===== config.mk =====
export PLATFORM = sky130hd
export DESIGN_NAME = psr_status_regs
export DESIGN_NICKNAME = d
export VERILOG_FILES = /design/src/include/psr_pkg.sv /design/src/rtl/psr_id_word.sv /design/src/rtl/psr_status_regs.sv
export SDC_FILE = /design/constraint.sdc
export NUM_CORES = 1
export LEC_CHECK = 0
export BUFFER_PORTS_ARGS = -buffer_cell sky130_fd_sc_hd__buf_2
export CORE_MARGIN = 4
export CORE_UTILIZATION = 46
export CTS_CLUSTER_DIAMETER = 100
export DETAILED_ROUTE_END_ITERATION = 7
export GPL_TIMING_DRIVEN = 0
export HOLD_SLACK_MARGIN = 0.08
export PLACE_DENSITY = 0.83
export SYNTH_ARGS = -nofsm -noshare
export SYNTH_HDL_FRONTEND = slang
export SYNTH_HIERARCHICAL = 1
export SYNTH_SLANG_ARGS = --single-unit

===== constraint.sdc =====
create_clock -name clock -period 2.1 [get_ports clock]
set_input_delay 0.21 -clock clock [delete_from_list [all_inputs] [get_ports clock]]
set_output_delay 0.21 -clock clock [all_outputs]
set_load 0.05 [all_outputs]

===== src/include/psr_pkg.sv =====
// Package with register addresses, field positions and reset values
package psr_pkg;

   // ----------------------------------------------------------------------
   // Register addresses on the management interface
   // ----------------------------------------------------------------------
   localparam logic [4:0] PSR_ADDR_STATUS  = 5'h01; // Basic status word
   localparam logic [4:0] PSR_ADDR_ID_HIGH = 5'h02; // Identifier, high word
   localparam logic [4:0] PSR_ADDR_ID_LOW  = 5'h03; // Identifier, low word

   // ----------------------------------------------------------------------
   // Basic status word bit positions
   // ----------------------------------------------------------------------
   localparam int PSR_BIT_ANEG_ABLE = 3; // Negotiation ability
   localparam int PSR_BIT_LINK      = 2; // Link status, latch low
   localparam int PSR_BIT_JABBER    = 1; // Jabber detect, latch high
   localparam int PSR_BIT_EXT_CAP   = 0; // Extended capability

   // ----------------------------------------------------------------------
   // Reset values
   // ----------------------------------------------------------------------
   localparam logic PSR_LINK_RST   = 1'h0; // Link bit after reset
   localparam logic PSR_JABBER_RST = 1'h0; // Jabber bit after reset
   localparam logic PSR_ANEG_ABLE  = 1'h1; // Constant ability bit
   localparam logic PSR_EXT_CAP    = 1'h1; // Constant extended bit

   // ----------------------------------------------------------------------
   // Identifier field widths
   // ----------------------------------------------------------------------
   localparam int PSR_ORG_W   = 24; // Organisation identifier width
   localparam int PSR_MODEL_W = 6;  // Vendor model field width
   localparam int PSR_REV_W   = 4;  // Model revision field width

   // Read path states
   typedef enum logic [0:0] {
      PSR_IDLE = 1'b0,
      PSR_HOLD = 1'b1
   } psr_rd_state_t;

endpackage


===== src/rtl/psr_id_word.sv =====
// Identifier word builder: packs identity fields into two 16-bit words
`timescale 1ns/1ps
module psr_id_word
   import psr_pkg::*;
#(
   parameter logic [PSR_ORG_W-1:0]   ORG_ID   = 24'h000000, // Arbitrary value
   parameter logic [PSR_MODEL_W-1:0] MODEL_ID = 6'h00,      // Arbitrary value
   parameter logic [PSR_REV_W-1:0]   REV_ID   = 4'h0,       // Arbitrary value
   parameter bit                     ID_ZERO  = 1'b0        // Report all zero
)(
   input  wire logic        clock,        // System clock
   input  wire logic        rst,          // Synchronous reset
   output logic [15:0]      id_word_high, // Organisation bits 3..18
   output logic [15:0]      id_word_low   // Org 19..24, model, revision
);

   // ----------------------------------------------------------------------
   // Field mapping
   // ----------------------------------------------------------------------
   // Organisation id numbered 1..24 from the MSB; bits 1 and 2 dropped
   logic [15:0] org_identifier_high;   // Org bits 3..18
   logic [5:0]  org_identifier_low_bits; // Org bits 19..24
   assign org_identifier_high     = ORG_ID[21:6];
   assign org_identifier_low_bits = ORG_ID[5:0];

   // Registered words, constant after reset
   always_ff @(posedge clock) begin
      if (rst || ID_ZERO) begin
         // Zero identifier option or reset
         id_word_high <= 16'h0000;
         id_word_low  <= 16'h0000;
      end else begin
         id_word_high <= org_identifier_high;
         id_word_low  <= {org_identifier_low_bits,
                          MODEL_ID,
                          REV_ID};
      end
   end

endmodule


===== src/rtl/psr_status_regs.sv =====
// Status and identifier registers of the management register space
`timescale 1ns/1ps
module psr_status_regs
   import psr_pkg::*;
#(
   parameter logic [PSR_ORG_W-1:0]   ORG_ID   = 24'h000000, // Arbitrary value
   parameter logic [PSR_MODEL_W-1:0] MODEL_ID = 6'h00,      // Arbitrary value
   parameter logic [PSR_REV_W-1:0]   REV_ID   = 4'h0,       // Arbitrary value
   parameter bit                     ID_ZERO  = 1'b0        // Zero identifier
)(
   input  wire logic        clock,      // 20 MHz clock
   input  wire logic        rst,        // Synchronous reset, active high
   input  wire logic        rd_en,      // One-cycle read strobe
   input  wire logic        wr_en,      // One-cycle write strobe
   input  wire logic [4:0]  reg_addr,   // Register address
   input  wire logic [15:0] wr_data,    // Write data, ignored here
   input  wire logic        link_good,  // Link valid condition level
   input  wire logic        jabber_det, // Jabber condition level
   input  wire logic        speed_10,   // High while running at 10 Mb/s
   output logic [15:0]      rd_data,    // Read data, valid with rd_valid
   output logic             rd_valid,   // One-cycle read answer
   output logic             link_up     // Latched link bit, registered one cycle later
);

   // ----------------------------------------------------------------------
   // Internal state
   // ----------------------------------------------------------------------
   logic        link_r;        // Latched-low link bit
   logic        jabber_r;      // Latched-high jabber bit
   logic [15:0] id_word_high;  // Identifier high word
   logic [15:0] id_word_low;   // Identifier low word
   logic [15:0] basic_status_word; // Assembled status word
   logic        status_rd;     // Read of the status word this cycle

   // Status read detect
   assign status_rd = rd_en && (reg_addr == PSR_ADDR_STATUS);

   // ----------------------------------------------------------------------
   // Identifier words
   // ----------------------------------------------------------------------
   psr_id_word #(
      .ORG_ID   (ORG_ID),
      .MODEL_ID (MODEL_ID),
      .REV_ID   (REV_ID),
      .ID_ZERO  (ID_ZERO)
   ) u_id (
      .clock        (clock),
      .rst          (rst),
      .id_word_high (id_word_high),
      .id_word_low  (id_word_low)
   );

   // ----------------------------------------------------------------------
   // Link bit, latched low
   // ----------------------------------------------------------------------
   // Failure clears at once; only a read with good link may set it again
   always_ff @(posedge clock) begin
      if (rst) begin
         link_r <= PSR_LINK_RST;
      end else if (!link_good) begin
         // Failure wins over a read in the same cycle
         link_r <= 1'b0;
      end else if (status_rd) begin
         // Read refreshes the latch to the live good state
         link_r <= 1'b1;
      end
   end

   // ----------------------------------------------------------------------
   // Jabber bit, latched high
   // ----------------------------------------------------------------------
   // A jabber event in the reading cycle wins over the clear by read
   always_ff @(posedge clock) begin
      if (rst) begin
         jabber_r <= PSR_JABBER_RST;
      end else if (jabber_det && speed_10) begin
         // Only counted at 10 Mb/s
         jabber_r <= 1'b1;
      end else if (status_rd) begin
         jabber_r <= 1'b0;
      end
   end

   // Status word as read: reserved upper bits outside this block read 0
   always_comb begin
      basic_status_word = 16'h0000;
      basic_status_word[PSR_BIT_ANEG_ABLE] = PSR_ANEG_ABLE;
      basic_status_word[PSR_BIT_LINK]      = link_r;
      basic_status_word[PSR_BIT_JABBER]    = jabber_r;
      basic_status_word[PSR_BIT_EXT_CAP]   = PSR_EXT_CAP;
   end

   // ----------------------------------------------------------------------
   // Read answer path
   // ----------------------------------------------------------------------
   // Answer one cycle after the strobe with the value before any clear
   always_ff @(posedge clock) begin
      if (rst) begin
         rd_data    <= 16'h0000;
         rd_valid   <= 1'b0;
      end else begin
         rd_valid   <= rd_en;
         if (rd_en) begin
            // Address decode; writes never touch these registers
            if (reg_addr == PSR_ADDR_STATUS) begin
               rd_data <= basic_status_word;
            end else if (reg_addr == PSR_ADDR_ID_HIGH) begin
               rd_data <= id_word_high;
            end else if (reg_addr == PSR_ADDR_ID_LOW) begin
               rd_data <= id_word_low;
            end else begin
               // Unmapped addresses read as zero
               rd_data <= 16'h0000;
            end
         end
      end
   end

   // Link output, latched bit delayed by one cycle
   always_ff @(posedge clock) begin
      if (rst) begin
         link_up <= PSR_LINK_RST;
      end else begin
         link_up <= link_r;
      end
   end

   // ----------------------------------------------------------------------
   // Checks
   // ----------------------------------------------------------------------
   // Link latch: failure clears it, only a read with good link sets it
   a_link_fail_clr: assert property (
      @(posedge clock) disable iff (rst)
      !link_good |=> !link_r)
      else $error("link bit not cleared after failure");

   a_link_no_self: assert property (
      @(posedge clock) disable iff (rst)
      (!link_r && !status_rd) |=> !link_r)
      else $error("link bit set without a read");

   a_link_rd_set: assert property (
      @(posedge clock) disable iff (rst)
      (status_rd && link_good) |=> link_r)
      else $error("link bit not set on read with good link");

   // Jabber latch: set at 10 Mb/s, held until a status read or reset
   a_jab_hold: assert property (
      @(posedge clock) disable iff (rst)
      (jabber_r && !status_rd) |=> jabber_r)
      else $error("jabber bit dropped without read");

   a_jab_speed: assert property (
      @(posedge clock) disable iff (rst)
      (!jabber_r && !speed_10) |=> !jabber_r)
      else $error("jabber set outside 10 Mb/s");

   a_jab_set: assert property (
      @(posedge clock) disable iff (rst)
      (jabber_det && speed_10) |=> jabber_r)
      else $error("jabber not latched");

   // Status answer: constant bits, and the latches as they were at the read
   a_status_const: assert property (
      @(posedge clock) disable iff (rst)
      (rd_en && reg_addr == PSR_ADDR_STATUS) |=>
      (rd_valid && rd_data[3] && rd_data[0] && rd_data[15:4] == 12'h000))
      else $error("status constant bits wrong");

   a_status_link: assert property (
      @(posedge clock) disable iff (rst)
      (rd_en && reg_addr == PSR_ADDR_STATUS) |=>
      rd_data[2] == $past(link_r))
      else $error("status link bit mismatch");

   a_status_jab: assert property (
      @(posedge clock) disable iff (rst)
      (rd_en && reg_addr == PSR_ADDR_STATUS) |=>
      rd_data[1] == $past(jabber_r))
      else $error("status jabber bit mismatch");

   // Identifier words; a read on the first edge after reset sees them unset
   a_id_low: assert property (
      @(posedge clock) disable iff (rst)
      (rd_en && reg_addr == PSR_ADDR_ID_LOW && !ID_ZERO
       && !$past(rst)) |=>
      rd_data == {ORG_ID[5:0], MODEL_ID, REV_ID})
      else $error("identifier low word wrong");

   a_id_high: assert property (
      @(posedge clock) disable iff (rst)
      (rd_en && reg_addr == PSR_ADDR_ID_HIGH && !ID_ZERO
       && !$past(rst)) |=>
      rd_data == ORG_ID[21:6])
      else $error("identifier high word wrong");

   a_id_zero: assert property (
      @(posedge clock) disable iff (rst)
      (rd_en && ID_ZERO && (reg_addr == PSR_ADDR_ID_HIGH
       || reg_addr == PSR_ADDR_ID_LOW)) |=> rd_data == 16'h0000)
      else $error("zero identifier not zero");

   // Writes leave both latches alone while no live event is pending
   a_write_none: assert property (
      @(posedge clock) disable iff (rst)
      (wr_en && !rd_en && link_good && !(jabber_det && speed_10)) |=>
      (link_r == $past(link_r) && jabber_r == $past(jabber_r)))
      else $error("write changed a status bit");

   // Main scenarios reached
   c_link_recover: cover property (@(posedge clock) disable iff (rst)
      !link_r ##1 (status_rd && link_good) ##1 link_r);
   c_jab_clear: cover property (@(posedge clock) disable iff (rst)
      jabber_r ##1 status_rd ##1 !jabber_r);
   c_id_read: cover property (@(posedge clock) disable iff (rst)
      rd_en && reg_addr == PSR_ADDR_ID_LOW);
   c_unmapped: cover property (@(posedge clock) disable iff (rst)
      rd_en && reg_addr == 5'h1F);
   c_write_seen: cover property (@(posedge clock) disable iff (rst)
      wr_en && wr_data != 16'h0000);

endmodule


Yosys cells after proc, flatten, opt, wreduce, memory -nomap -nowiden
Index checks and enable logic that the tools add are counted.
{ "op_classes": {"n_eq_ne": 1, "n_mux": 3, "bitwise": 1, "reduce_logical": 4} }
{ "ops": {"columns": ["operator", "n"], "rows": [
  ["equality test 5 x 1 -> 1 bit (second input constant)", 1],
  ["2-to-1 mux 4 bit", 1],
  ["logical AND 1 bit", 2],
  ["2-to-1 mux 1 bit", 2],
  ["nonzero test 2 bit", 1],
  ["OR reduction 2 bit", 1],
  ["NOT 1 bit", 1]
]} }
{ "word_totals": {"register_bits": 20, "inputBits": 28} }

Longest topological paths before layout
{ "logic_depth": {"depth_word": 4, "depth_mapped": 5, "ltp_nobuf": 3} }

By module
The synthesis kept the hierarchy.
{ "modules_own_cells": {"columns": ["mod", "n_inst", "cells_each", "area_each_um2", "seq_area_each_um2"], "rows": [
  ["psr_status_regs", 1, 92, 953.4, 400.4],
  ["psr_id_word", 1, 33, 244.0, 0.0]
]} }

Least setup slack after synthesis
No wires, ideal clock.
{ "synth_path": {"kind": "input -> register", "startpoint": "input port reg_addr[0]", "endpoint": "register rd_data[1]", "t_arrival_ns": 0.914, "path_slack_ns": 1.054, "path_stages": 5, "n_path_buf": 2, "path_cell_list": "buf_6 buf_12 and2b_2 a32oi_1 a21oi_1"} }
{ "synth_between": {"elab_chain_cells": 2} }
{ "synth_rtl": {"columns": ["item", "line_no", "text"], "rows": [
  ["from (decl)", "psr_status_regs.sv:15", "input wire logic [4:0] reg_addr,"],
  ["equality test 5 x 1 -> 1 bit", "psr_status_regs.sv:105", "if (reg_addr == PSR_ADDR_STATUS) begin"],
  ["2-to-1 mux 4 bit", "psr_status_regs.sv:105", null],
  ["to (signal assigned)", "psr_status_regs.sv:106", "rd_data <= basic_status_word;"],
  ["to (signal assigned)", "psr_status_regs.sv:108", "rd_data <= id_word_high;"],
  ["to (signal assigned)", "psr_status_regs.sv:110", "rd_data <= id_word_low;"],
  ["to (decl)", "psr_status_regs.sv:20", "output logic [15:0] rd_data,"]
]} }
Every way passes these cells.
A chain may end at the register's enable or synchronous reset.

Final worst setup path
{ "layout_path": {"startpoint": "register rd_data[8]", "endpoint": "output port rd_data[8]"} }
No word-level cell between the ends.

==> results.tsv <==
stage	metric	value	unit
grt	grt total ovfl	0	
clocking	TritonCTS clock tree	built	
placed_design	IO Port Bufs	25	
grt	vias in the first global route	982	
worst_setup_path	Worst setup EP type	primary output	
sta	RSZ-0062 raised after global routing	no	
yosys	top cell type's share of synthesized area	0.334	
clocking	maximum clock insertion buffer count	2	
power	pwr/cell area	478	nW/um2
yosys	top post-synthesis cells by area	dfxtp_1, buf_4, a32oi_1, mux2_2, mux2_4	
worst_setup_path	CP required	1.89	ns
yosys	sequential share of the synthesized area	0.334	
clocking	CTS resizes	0	
sta	# setup viols final	0	
yosys	Synth top cells by count	buf_4, dfxtp_1, a32oi_1, nor2_1, mux2_2	
worst_hold_path	Hold WC Path Type	in2reg	
detailed_routing	DRC errors left	0	
clocking	worst-skew pair later-pin latency	0.29	ns
power	VDD IR max	0.000351	V
worst_setup_path	Worst Setup Path Type	reg2out	
cells_and_area	number of fill cells	236	
yosys	Mapped Avg Cell Area	9.58	um2
placed_design	DP Area	1480	um2
clocking	# Post-CTS Setup Buffers	0	
yosys	ys async rst share	0	
grt	M1 GR Usage	0.155	
worst_setup_path	Startpoint Class	register	
yosys	post-synthesis cell type count	24	
die	core area	2480	um2
yosys	FF+latch count, synth	20	
die	Top-Level Pins	46	
detailed_routing	DRT Pass-1 Iters	3	
cells_and_area	multi-input logic area	604	um2
sta	Fin Setup TNS	0	ns
worst_setup_path	Slowest cell on crit path	dfxtp_1	
detailed_routing	DR vias/cell	4.48	
detailed_routing	DRT Wirelength	2.35	mm
grt	first-pass GRT wire length	3.98	mm
cells_and_area	layout cell share with drive strength beyond 1	0.462	
yosys	largest area contributor in the synthesized netlist	dfxtp_1	
cells_and_area	Final Instance Area	1500	um2
placed_design	GPL Wtd Cong	0.699	
worst_setup_path	CP max stage delay	0.36	ns
clocking	post-cts hold buffer count	0	
job	Max-Cap Viols	0	
cells_and_area	n_diodes	0	
grt	GR peak layer	met2	
cells_and_area	area grow syn2layout	25.2	%
yosys	Post-synth EDFFs	0	
detailed_routing	WL/cell	11.0	um
worst_setup_path	CP delay by family, top	flip-flops	
worst_setup_path	Worst R2R Setup Slack	1.35	ns
die	DIE HEIGHT	59.0	um
placed_design	Post-Place Cells	211	
grt	initial antenna violation count	0	
sta	min Tclk post-route	1.13	ns
grt	GR Layer Usage met2	0.285	
detailed_routing	DRT iter0 DRCs	12	
sta	Achievable Freq	0.884	GHz
sta	Max Slew Vio Count	0	
die	Initial Utilization	0.483	
worst_setup_path	CP Max Fanout	2	
die	Die Span X	59.0	um
placed_design	DP HPWL	1.93	mm
sta	Final Hold Fails	0	
yosys	Main synth FF type	dfxtp_1	
clocking	total CTS buffers	3	
cells_and_area	fin nets	214	
grt	GR Util met3	0.0174	
sta	part of the cycle the worst path needs	0.539	
worst_setup_path	CP arrival	0.92	ns
yosys	most common cell in the netlist	buf_4	
cells_and_area	final cell count without fillers	214	
sta	clock skew	0.000224	ns
yosys	YS warnings	6	
grt	largest net degree at the start of global routing	11	
yosys	Cell Area, Synth	1200	um2
detailed_routing	Via Count	958	
clocking	Clk pin slew, worst setup/hold paths	0.10	ns
run_status	status	completed	
clocking	htree depth	1	
clocking	root buf cell	clkbuf_4	
worst_setup_path	worst-path cell chain	buf_2	
die	DIE AREA	3480	um2
die	Row Count	18	
clocking	Sink Count	20	
yosys	Post-Syn Instances	125	
detailed_routing	Routed Antenna Nets	0	
cells_and_area	end-of-flow core utilization	0.605	
grt	GRT Total Usage	0.149	
worst_setup_path	crit path buf inv count	1	
cells_and_area	Sequential Area	400	um2
power	leakage	0.766	nW
cells in the final DEF, fill, tap and decap left out, types with 3 or more instances in the layout:
| cell | netlist | routed |
|---|---|---|
| nor2_1 | 13 | 13 |
| buf_2 | 3 | 28 |
| buf_4 | 33 | 33 |
| a32oi_1 | 14 | 14 |
| clkbuf_4 | 0 | 3 |
| clkbuf_1 | 3 | 3 |
| mux2_4 | 4 | 4 |
| nand2_1 | 3 | 3 |
| mux2_2 | 10 | 10 |
| a21oi_1 | 5 | 5 |
| conb_1 | 1 | 32 |
| dfxtp_1 | 20 | 20 |
state kept, by name (all words and copies together) (netlist names):
name,cells
rd_data,16
jabber_r,1
link_r,1
link_up,1
rd_valid,1
layout make-up:
class,count,area share
plain buffers,41,0.204
clock buffers,3,0.0150
inverters,1,0.00250
multi-input cells,94,0.403
flip-flops and latches,20,0.267
well taps,30,0.0250
repair buffers,25,0.0835
metal layers:
metal / vias up / wire (um)
met5: - / 0
met4: 0 / 49
met3: 5 / 63
met2: 14 / 1330
met1: 444 / 914
li1: 495 / -
kinds of logic after synthesis:
logic type             Yosys count  synth area share
other                            1           0.00313
AND/OR/NAND/NOR                 23            0.0951
buffers and inverters           42             0.258
AO/OA/AOI/OAI                   25             0.165
multiplexers                    14             0.144
flip-flops                      20             0.334
stage by stage:
step	setup WS [ns]	total power [mW]	hold WS, ns
3_3_place_gp	0.880	0.545	0.462
6_report	0.969	0.716	0.190
4_1_cts	0.955	0.718	0.184
2_1_floorplan	1.05	0.526	0.376
3_5_place_dp	0.856	0.548	0.465
5_1_grt	0.919	0.760	0.182
final timing paths:
check / startpoint / end / depth (start not counted)
worst min-delay path: link_good / link_r / 2
worst max register to register: jabber_r / jabber_r / 2
worst min register to register: rd_data[3] / rd_data[3] / 2
worst max-delay path: rd_data[8] / rd_data[8] / 1
power by group:
part           switching, mW  total (mW)  leakage (nW)  internal, mW
clock network          0.104       0.171        0.0138        0.0667
registers            0.00240       0.387         0.162         0.385
logic                 0.0720       0.158         0.590        0.0862
(Power assumes the default switching activity.)
